==> config.mk <==
export PLATFORM = sky130hd
export DESIGN_NAME = rsc_reset_source
export DESIGN_NICKNAME = d
export VERILOG_FILES = /design/src/design/rsc_reset_source.v
export VERILOG_INCLUDE_DIRS = /design/src /design/src/design
export SDC_FILE = /design/constraint.sdc
export NUM_CORES = 1
export LEC_CHECK = 0
export BUFFER_PORTS_ARGS = -buffer_cell sky130_fd_sc_hd__buf_2
export CORE_MARGIN = 1.5
export CORE_UTILIZATION = 40
export DETAILED_ROUTE_END_ITERATION = 6
export GPL_TIMING_DRIVEN = 0
export PLACE_DENSITY_LB_ADDON = 0.1
export SYNTH_ARGS = -nofsm -noshare
export SYNTH_HDL_FRONTEND = slang
export SYNTH_SLANG_ARGS = --single-unit
==> constraint.sdc <==
create_clock -name clk_sys -period 2.2 [get_ports clk_sys]
set_input_delay 0.22 -clock clk_sys [delete_from_list [all_inputs] [get_ports clk_sys]]
set_output_delay 0.22 -clock clk_sys [all_outputs]
set_load 0.05 [all_outputs]
==> src/design/rsc_consts.vh <==
// constants for the reset source control block
`ifndef RSC_CONSTS_VH
`define RSC_CONSTS_VH

// ----------------------------------------
// register addresses
// ----------------------------------------
`define RSC_ADDR_PINSEL 4'h0
`define RSC_ADDR_FLAGS 4'h1
`define RSC_ADDR_BOLVL 4'h2
`define RSC_ADDR_FLASH2 4'h3
`define RSC_ADDR_STATUS 4'h4

// ----------------------------------------
// patterns and reset values
// ----------------------------------------
`define RSC_PIN_GPIO 8'h55
`define RSC_PIN_EXT 8'hAA
`define RSC_BO_L0 8'h66
`define RSC_BO_L1 8'h55
`define RSC_BO_L2 8'h33
`define RSC_BO_L3 8'h99
`define RSC_BO_L4 8'hAA
`define RSC_BO_OFF 8'hF0
`define RSC_FLASH_RST 8'h55

// ----------------------------------------
// flag bit positions
// ----------------------------------------
`define RSC_F_SEL 3
`define RSC_F_BO 2
`define RSC_F_BOSET 1
`define RSC_F_WDSET 0

// ----------------------------------------
// timing
// ----------------------------------------
`define RSC_CLK_MHZ 125
`define RSC_SRST_NS 1000
`define RSC_BOF_NS 120
`define RSC_RST_HOLD 4'h4

`endif

==> src/design/rsc_reset_source.v <==
// reset source control: selectors, brownout filter, cause flags
// Operation
// - selector 55h routes pin to general use, AAh enables external reset pin
// - other selector value resets device after soft delay and sets fault flag
// - selector returns to 55h on every reset except sleep watchdog warm reset
// - external reset function overrides other shared functions on that pin
// - flag register bits 7 to 4 read zero
// - selector fault flag bit 3 set by hardware, cleared by software zero
// - enabled brownout low longer than filter time resets, sets flag
// - low supply no longer than filter time is ignored
// - brownout selector decodes five thresholds and F0h disable
// - undefined brownout selector resets after delay, restores 66h
// - genuine brownout reset leaves brownout selector unchanged
// - brownout detection off in idle or sleep
// - brownout flag bit 2 set on brownout reset, software clears
// - brownout setting fault flag bit 1 set on undefined pattern
// - writing 55h to second flash control resets whole device
// - active-mode watchdog expiry resets device, sets expiry flag
// - low-power watchdog expiry clears only pc and stack, sets flag
// - watchdog setting fault flag bit 0 set on bad watchdog pattern
// - low-power watchdog expiry leaves expiry and powerdown flags set
//
// Design decisions made here: strobed register access and the placing of the registers.
`timescale 1ns/1ns
`include "rsc_consts.vh"

module rsc_reset_source #(
   parameter SRST_CYC = (`RSC_SRST_NS * `RSC_CLK_MHZ + 999) / 1000,
   parameter BOF_CYC = (`RSC_BOF_NS * `RSC_CLK_MHZ + 999) / 1000
) (
   // clock and power-on reset
   input wire clk_sys,
   input wire reset,
   // register port
   input wire [3:0] reg_addr,
   input wire [7:0] reg_wdata,
   input wire reg_wr,
   input wire reg_rd,
   output reg [7:0] reg_rdata,
   // pin and analogue inputs (asynchronous)
   input wire external_clear_pin_n,
   input wire supply_low,
   // core state and events (same clock)
   input wire lowpower_mode,
   input wire watchdog_expire,
   input wire watchdog_bad_pattern,
   // pin function
   output wire shared_pin_gpio_en,
   output wire external_clear_en,
   // brownout threshold select, one-hot, zero when disabled
   output reg [4:0] brownout_threshold_sel,
   // reset outputs
   output reg core_reset,
   output reg pc_stack_clear,
   output reg watchdog_expiry_flag,
   output reg powerdown_flag
);

// ----------------------------------------
// input synchronisers
// ----------------------------------------
reg [1:0] pin_sync_r;
reg [1:0] low_sync_r;
always @(posedge clk_sys or posedge reset) begin
   if (reset) begin
      pin_sync_r <= 2'h3;
      low_sync_r <= 2'h0;
   end else begin
      pin_sync_r <= {pin_sync_r[0], external_clear_pin_n};
      low_sync_r <= {low_sync_r[0], supply_low};
   end
end

// ----------------------------------------
// registers
// ----------------------------------------
reg [7:0] pinsel_r;
reg [7:0] bolvl_r;
reg [3:0] flags_r;
reg [15:0] srst_cnt_r;
reg [15:0] bof_cnt_r;
reg [3:0] hold_r;
reg pin_bad_r;
reg bo_bad_r;
reg bo_evt_r;

wire wr_pin = reg_wr && (reg_addr == `RSC_ADDR_PINSEL);
wire wr_flg = reg_wr && (reg_addr == `RSC_ADDR_FLAGS);
wire wr_bo = reg_wr && (reg_addr == `RSC_ADDR_BOLVL);
wire flash_rst = reg_wr && (reg_addr == `RSC_ADDR_FLASH2) &&
   (reg_wdata == `RSC_FLASH_RST);

wire pin_gpio = (pinsel_r == `RSC_PIN_GPIO);
wire pin_ext = (pinsel_r == `RSC_PIN_EXT);
assign external_clear_en = pin_ext;
assign shared_pin_gpio_en = !pin_ext;

reg bo_ok;
always @* begin
   bo_ok = 1'b1;
   case (bolvl_r)
      `RSC_BO_L0: brownout_threshold_sel = 5'h01;
      `RSC_BO_L1: brownout_threshold_sel = 5'h02;
      `RSC_BO_L2: brownout_threshold_sel = 5'h04;
      `RSC_BO_L3: brownout_threshold_sel = 5'h08;
      `RSC_BO_L4: brownout_threshold_sel = 5'h10;
      `RSC_BO_OFF: brownout_threshold_sel = 5'h00;
      default: begin
         brownout_threshold_sel = 5'h00;
         bo_ok = 1'b0;
      end
   endcase
end

// detection gated off in low power
wire bo_active = (brownout_threshold_sel != 5'h00) && !lowpower_mode;
wire pin_fault = !pin_gpio && !pin_ext;
wire ext_clear = pin_ext && !pin_sync_r[1];
wire srst_done = (srst_cnt_r == SRST_CYC[15:0]);
wire bo_fire = bo_active && low_sync_r[1] && (bof_cnt_r == BOF_CYC[15:0]);
wire wd_warm = watchdog_expire && lowpower_mode;
wire wd_cold = watchdog_expire && !lowpower_mode;
wire cold_req = srst_done || bo_fire || flash_rst || wd_cold ||
   watchdog_bad_pattern || ext_clear;

// ----------------------------------------
// brownout filter
// ----------------------------------------
always @(posedge clk_sys or posedge reset) begin
   if (reset) begin
      bof_cnt_r <= 16'h0000;
   // short low pulses restart the count
   end else if (!bo_active || !low_sync_r[1] || core_reset) begin
      bof_cnt_r <= 16'h0000;
   end else if (bof_cnt_r != BOF_CYC[15:0]) begin
      bof_cnt_r <= bof_cnt_r + 16'h0001;
   end
end

// ----------------------------------------
// soft reset delay
// ----------------------------------------
always @(posedge clk_sys or posedge reset) begin
   if (reset) begin
      srst_cnt_r <= 16'h0000;
   // counts while any protected pattern is bad
   end else if (!(pin_fault || !bo_ok) || core_reset) begin
      srst_cnt_r <= 16'h0000;
   end else if (!srst_done) begin
      srst_cnt_r <= srst_cnt_r + 16'h0001;
   end
end

// ----------------------------------------
// protected selectors and flags
// ----------------------------------------
always @(posedge clk_sys or posedge reset) begin
   if (reset) begin
      pinsel_r <= `RSC_PIN_GPIO;
      bolvl_r <= `RSC_BO_L0;
      flags_r <= 4'h0;
      pin_bad_r <= 1'b0;
      bo_bad_r <= 1'b0;
      bo_evt_r <= 1'b0;
   end else begin
      // latch which source fires, for the release cycle
      if (cold_req) begin
         pin_bad_r <= srst_done && pin_fault;
         bo_bad_r <= srst_done && !bo_ok;
         bo_evt_r <= bo_fire;
      end
      if (hold_r == 4'h1) begin
         // cold resets restore the pin selector
         pinsel_r <= `RSC_PIN_GPIO;
         if (bo_bad_r) begin
            bolvl_r <= `RSC_BO_L0;
         end
      end else if (!core_reset) begin
         if (wr_pin) begin
            pinsel_r <= reg_wdata;
         end
         if (wr_bo) begin
            bolvl_r <= reg_wdata;
         end
      end
      // selector fault flagged on its reset
      // software may only clear; set wins
      flags_r <= (wr_flg ? (flags_r & reg_wdata[3:0]) : flags_r) |
         {(hold_r == 4'h1) && pin_bad_r,
          (hold_r == 4'h1) && bo_evt_r,
          (hold_r == 4'h1) && bo_bad_r,
          watchdog_bad_pattern};
   end
end

// ----------------------------------------
// reset generation and core status
// ----------------------------------------
always @(posedge clk_sys or posedge reset) begin
   if (reset) begin
      hold_r <= 4'h0;
      core_reset <= 1'b1;
      pc_stack_clear <= 1'b0;
      watchdog_expiry_flag <= 1'b0;
      powerdown_flag <= 1'b0;
   end else begin
      // device reset held a few cycles
      if (cold_req) begin
         hold_r <= `RSC_RST_HOLD;
      end else if (hold_r != 4'h0) begin
         hold_r <= hold_r - 4'h1;
      end
      core_reset <= cold_req || (hold_r > 4'h1);
      // warm reset clears only pc and stack
      pc_stack_clear <= wd_warm || cold_req;
      if (watchdog_expire) begin
         watchdog_expiry_flag <= 1'b1;
      end
      if (wd_warm) begin
         powerdown_flag <= 1'b1;
      end
   end
end

// ----------------------------------------
// register read
// ----------------------------------------
always @(posedge clk_sys or posedge reset) begin
   if (reset) begin
      reg_rdata <= 8'h00;
   end else if (reg_rd) begin
      case (reg_addr)
         `RSC_ADDR_PINSEL: reg_rdata <= pinsel_r;
         `RSC_ADDR_FLAGS: reg_rdata <= {4'h0, flags_r};
         `RSC_ADDR_BOLVL: reg_rdata <= bolvl_r;
         `RSC_ADDR_STATUS: reg_rdata <= {6'h00, powerdown_flag,
            watchdog_expiry_flag};
         default: reg_rdata <= 8'h00;
      endcase
   end else begin
      reg_rdata <= 8'h00;
   end
end

endmodule

# Yosys cells after proc, flatten, opt, wreduce, memory -nomap -nowiden

Cells that the tools add are included.

Add/sub/neg operators: 3
$lt $le $gt $ge: 1
Equality and inequality tests: 20
Muxes and demuxes: 18
Bitwise logic cells: 2
Reduce and logical (&&, ||, !) cells: 46

Operators with widths:

| cell                                                | count |
|---|---|
| 2-to-1 mux 16 bit                                   | 4 |
| 2-to-1 mux 8 bit                                    | 8 |
| adder 16 x 1 -> 16 bit (second input constant)      | 2 |
| == test 8 x 7 -> 1 bit (second input constant)      | 4 |
| == test 8 bit (second input constant)               | 4 |
| one-hot mux 8 bit (4 select lines)                  | 1 |
| one-hot mux 5 bit (5 select lines)                  | 1 |
| logical AND 1 bit                                   | 17 |
| == test 16 x 4 -> 1 bit (second input constant)     | 1 |
| == test 16 x 7 -> 1 bit (second input constant)     | 1 |
| != test 16 x 4 -> 1 bit (second input constant)     | 1 |
| 2-to-1 mux 4 bit                                    | 3 |
| logical OR 1 bit                                    | 11 |
| == test 4 x 1 -> 1 bit (second input constant)      | 2 |
| == test 4 x 2 -> 1 bit (second input constant)      | 2 |
| == test 8 x 6 -> 1 bit (second input constant)      | 1 |
| zero test 1 bit                                     | 8 |
| nonzero test 2 bit                                  | 4 |
| OR reduction 6 bit                                  | 1 |
| nonzero test 5 bit                                  | 1 |
| AND 4 bit                                           | 1 |
| == test 4 x 3 -> 1 bit (second input constant)      | 1 |
| > comparator 4 x 1 -> 1 bit (second input constant) | 1 |
| zero test 4 bit                                     | 1 |
| other kinds (8)                                     | 9 |

Register bits: 75
Output and inout bits: 19
Logic and storage cells: 106

# Longest topological paths before layout

Depth after elaboration: 12
Depth in mapped cells: 8
Depth with buffers taken out: 6

# Least setup slack after synthesis

No wires, ideal clock.

Kind: register -> register
Start point: register pinsel_r[2]
End point: register srst_cnt_r[0]
Data arrival time: 2.249 ns
Setup slack: -0.189 ns
Cell stages (with the launch flop): 6
Clock period less this slack: 2.389 ns
Cells stage by stage: dfstp_2 nor4b_1 nand4_1 a22oi_2 buf_2 nor3_1

Cells in the longest elaborated chain, start to end: 7

Ends and longest elaborated chain:

| what                                                                         | line                   | source |
|---|---|---|
| start, declared                                                              | rsc_reset_source.v:77  | `reg [7:0] pinsel_r;` |
| start signal, assigned                                                       | rsc_reset_source.v:159 | `` pinsel_r <= `RSC_PIN_GPIO; `` |
| start signal, assigned                                                       | rsc_reset_source.v:174 | `` pinsel_r <= `RSC_PIN_GPIO; `` |
| start signal, assigned                                                       | rsc_reset_source.v:180 | `pinsel_r <= reg_wdata;` |
| == test 8 bit (no line) *                                                    | --                     |  |
| zero test 1 bit *                                                            | --                     |  |
| via shared_pin_gpio_en                                                       | rsc_reset_source.v:48  | `output wire shared_pin_gpio_en,` |
| logical AND 1 bit *                                                          | rsc_reset_source.v:117 | `wire pin_fault = !pin_gpio && !pin_ext;` |
| logical OR 1 bit *                                                           | rsc_reset_source.v:147 | `end else if (!(pin_fault \|\| !bo_ok) \|\| core_reset) begin` |
| zero test 1 bit *                                                            | rsc_reset_source.v:147 |  |
| logical OR 1 bit *                                                           | rsc_reset_source.v:147 |  |
| != test 2 x 1 -> 1 bit (no line) / 2-to-1 mux 16 bit (equally long branches) | --                     |  |
| end signal, assigned                                                         | rsc_reset_source.v:150 | `srst_cnt_r <= srst_cnt_r + 16'h0001;` |
| end, declared                                                                | rsc_reset_source.v:80  | `reg [15:0] srst_cnt_r;` |

Mark *: on every way through the listed nets, which the timed path passes. The rest lies on a longest branch.
A chain may end at the register's enable or synchronous reset.

# Worst setup path after layout

Start point: register bolvl_r[1]
End point: register bof_cnt_r[12]

Cells in the longest elaborated chain, start to end: 8

Ends and longest elaborated chain:

| what                                                           | line                   | source |
|---|---|---|
| start, declared                                                | rsc_reset_source.v:78  | `reg [7:0] bolvl_r;` |
| start signal, assigned                                         | rsc_reset_source.v:160 | `` bolvl_r <= `RSC_BO_L0; `` |
| start signal, assigned                                         | rsc_reset_source.v:176 | `` bolvl_r <= `RSC_BO_L0; `` |
| start signal, assigned                                         | rsc_reset_source.v:183 | `bolvl_r <= reg_wdata;` |
| == test 8 bit (tied with other cells)                          | rsc_reset_source.v:101 | `case (bolvl_r)` |
| one-hot mux 5 bit (5 select lines) *                           | rsc_reset_source.v:101 |  |
| nonzero test 5 bit *                                           | rsc_reset_source.v:116 | `wire bo_active = (brownout_threshold_sel != 5'h00) && !lowpower_mode;` |
| logical AND 1 bit *                                            | rsc_reset_source.v:116 |  |
| zero test 1 bit *                                              | rsc_reset_source.v:133 | `end else if (!bo_active \|\| !low_sync_r[1] \|\| core_reset) begin` |
| logical OR 1 bit * (2 in series)                               | rsc_reset_source.v:133 |  |
| 2-to-1 mux 16 bit / nonzero test 2 bit (equally long branches) | --                     |  |
| end signal, assigned                                           | rsc_reset_source.v:136 | `bof_cnt_r <= bof_cnt_r + 16'h0001;` |
| end, declared                                                  | rsc_reset_source.v:81  | `reg [15:0] bof_cnt_r;` |

Every way passes the cells marked *; elsewhere a longest branch is shown, timed or not.

==> run_results.csv <==
group,metric,value,unit
run_status,status,"finished clean",
synthesis,avgSynthCellArea,10.2,µm²
route,vias,3030,
timing,clock.fmax,476,MHz
setup_path,cp.required,2470,ps
cts,path_clk_slew,70,ps
die,start_util,41.7,%
layout,area_growth,17.8,%
synthesis,yosysUniqueCellTypes,64,
die,die_area,10400,µm²
grt,use_met1,27.3,%
layout,nNetsFinal,466,
synthesis,syn_inst,382,
layout,final-instance-count-excl-fill,574,
synthesis,synth_ff_type,"dfrtp_1",
cts,cts-root-buf,"clkbuf_8",
route,drcViolationCount,0,
grt,grtUsageTotal,18.9,%
route,drtAntennaViolNets,0,
place,hpwl,6.33,mm
timing,min_period_over_period,95.6,%
grt,grt_pass1_vias,2935,
layout,ff_latch_area,1890,µm²
cts,cts_tree,"yes",
place,placed_cell_area,4300,µm²
grt,grt.busiest_layer,"met2",
die,die_h,102,µm
min_path,worstHoldStart,"watchdog_bad_pattern",
layout,final_area,4610,µm²
setup_path,endpoint_kind,"flip-flop",
setup_path,start_kind,"flip-flop",
die,num_rows,35,
die,coreArea,9370,µm²
cts,insertion_delay,350,ps
cts,cts_max_level,3,
synthesis,yosysTopAreaCellShare,41.0,%
setup_path,crit_start,"bolvl_r[1]$_DFFE_PP1P_",
cts,clockBufferDepth,2,
grt,grt_pass1_wl,15.0,mm
setup_path,worstPathMaxFanout,10,
timing,worstMarginPinSlew,628,ps
timing,slew_headroom,57.9,%
grt,gr-usage-met2,28.6,%
cts,cts_buffers,9,
timing,finalSetupViolations,0,
layout,nFillCells,925,
timing,hold_viol,0,
route,post_drt_wl_per_cell,15.5,µm
place,gp_congestion,0.802,
timing,skew,11.1,ps
synthesis,yosysTopAreaCell,"dfrtp_1",
synthesis,synth_common_cells,"64 x dfrtp_1, 42 x nor2_1, 22 x inv_1, 22 x nand3_1, 20 x nand2_1",
setup_path,r2r-start,"bolvl_r[1]$_DFFE_PP1P_",
place,dpl.cell_count,549,
die,die_w,102,µm
synthesis,synthArstFlopShare,100,%
layout,diodes,0,
synthesis,yosysWarningCount,0,
timing,finalMaxSlewViolations,0,
setup_path,critPathKind,"reg -> reg",
run,max_cap_viol_count,0,
route,viasPerCell,5.28,
power,p_leak,2.03,nW
setup_path,critPathArrivalTime,2370,ps
grt,antenna_found_initial,0,
min_path,min_path_type,"in -> reg",
die,ios,40,
route,wl,8.88,mm
synthesis,syn-num-nets,408,
cts,clock_sinks,75,
grt,grt_max_degree,68,
synthesis,synth-seq-area-share,48.4,%
grt,grt-ovfl-total,0,
layout,layout-drive-gt1-share,25.6,%
synthesis,synth_edf_count,0,
synthesis,syn_area,3910,µm²
route,drtIter0Drc,90,
synthesis,synth-seq-cells,75,
timing,min_period,2100,ps
power,power_density,695,nW/µm²
power,worst_ir_drop_vdd,0.386,mV
route,dr.pass1.iters,4,
layout,multi_input_area,1860,µm²
synthesis,yosys-top-cells-area,"dfrtp_1 41%, dfstp_2 7.4%, nor2_1 4.0%, mux2i_1 3.8%, xor2_1 2.9%",
place,portBuffers,37,
grt,grt_use_met3,5.27,%
synthesis,yosysMostFrequentCell,"dfrtp_1",
==> cell families after synthesis <==
group           after synthesis  synth area share [%]
simple gates                172                  25.7
flops                        75                  48.4
compound gates               62                  12.5
buf+inv                      38                  4.64
xor+xnor                     15                  3.36
mux                          15                  3.84
fa+ha+maj                     5                  1.60
==> registers in the layout, indices dropped and copies added, names as in the netlist <==
signal / cells
bo_bad_r: 1
bof_cnt_r: 16
pin_sync_r: 2
flags_r: 4
powerdown_flag: 1
bo_evt_r: 1
pin_bad_r: 1
low_sync_r: 2
bolvl_r: 8
core_reset: 1
reg_rdata: 8
pinsel_r: 8
watchdog_expiry_flag: 1
hold_r: 4
pc_stack_clear: 1
srst_cnt_r: 16
==> critical path, cell delays in order (launching register included) <==
cell,delay (ps)
dfstp_2,580
nor4bb_2,310
nand2_1,210
a2111o_1,560
buf_2,230
a21oi_1,130
==> path summary, 6_finish.rpt <==
path | endpoint | slack (ps) | cells after the start
worst max-delay path | bof_cnt_r[12]$_DFFE_PP0P_ | 100 | 5
worst min-delay path | flags_r[0]$_DFF_PP0_ | 110 | 3
worst max register to register | bof_cnt_r[12]$_DFFE_PP0P_ | 100 | 5
worst min register to register | low_sync_r[1]$_DFF_PP0_ | 350 | 0
max in group asynchronous | pinsel_r[6]$_DFFE_PP1P_ | 1280 | 4
min in group asynchronous | srst_cnt_r[12]$_DFFE_PP0P_ | 310 | 3
==> area by class of cell <==
type | count | area share (%)
clock inverters | 2 | 0.761
plain buffers | 16 | 2.36
multi-input cells | 269 | 40.5
inverters | 22 | 1.85
well taps | 129 | 3.50
repair buffers | 47 | 6.25
flip-flops and latches | 75 | 41.0
clock buffers | 14 | 3.75
==> per-layer routing <==
metal / vias to the layer above / wire [µm]
li1: 1498 / -
met1: 1478 / 4530
met2: 48 / 3960
met3: 6 / 315
met4: 0 / 73
met5: - / 0
==> cells in the final DEF (no fill, tap or decap), types with 7 or more instances in the layout <==
master,n
o21ai_0,12
nand2_1,20
nand4_1,12
mux2i_1,15
a21oi_1,8
buf_2,40
inv_1,21
clkbuf_1,7
clkbuf_8,12
dfstp_2,11
nor2_1,42
nor3_1,13
xor2_1,13
dfrtp_1,64
nand3_1,22
or3_1,9
==> repair_timing <==
| item | in CTS | in global routing |
|---|---|---|
| endpoints found under the setup margin | 9 | 30 |
| buffers inserted | 0 | 6 |
| pin swaps | 1 | 5 |
| endpoints found under the hold margin | 10 | 0 |
| hold buffers | 3 | 0 |
| gates resized for setup | 1 | 4 |
==> metrics by stage <==
stage	total power, mW	TNS (ps)	hold WS [ps]	setup WS [ps]	utilization, %
after floorplan	1.91	0	224	2.68	-
after global placement	2.06	-63460	327	-957	45.5
after detailed placement	2.07	-707	130	-136	45.9
after CTS	3.21	0	95.3	30.0	48.5
after global routing	3.36	-83.0	98.2	-27.3	49.1
final	3.20	0	109	97.0	49.1
==> where the power goes <==
group          total (mW)  switching (mW)  internal [mW]
clock                1.11           0.495          0.617
sequential           1.51          0.0601           1.45
combinational       0.577           0.358          0.219
No activity file was read; power rests on OpenSTA's default activity.
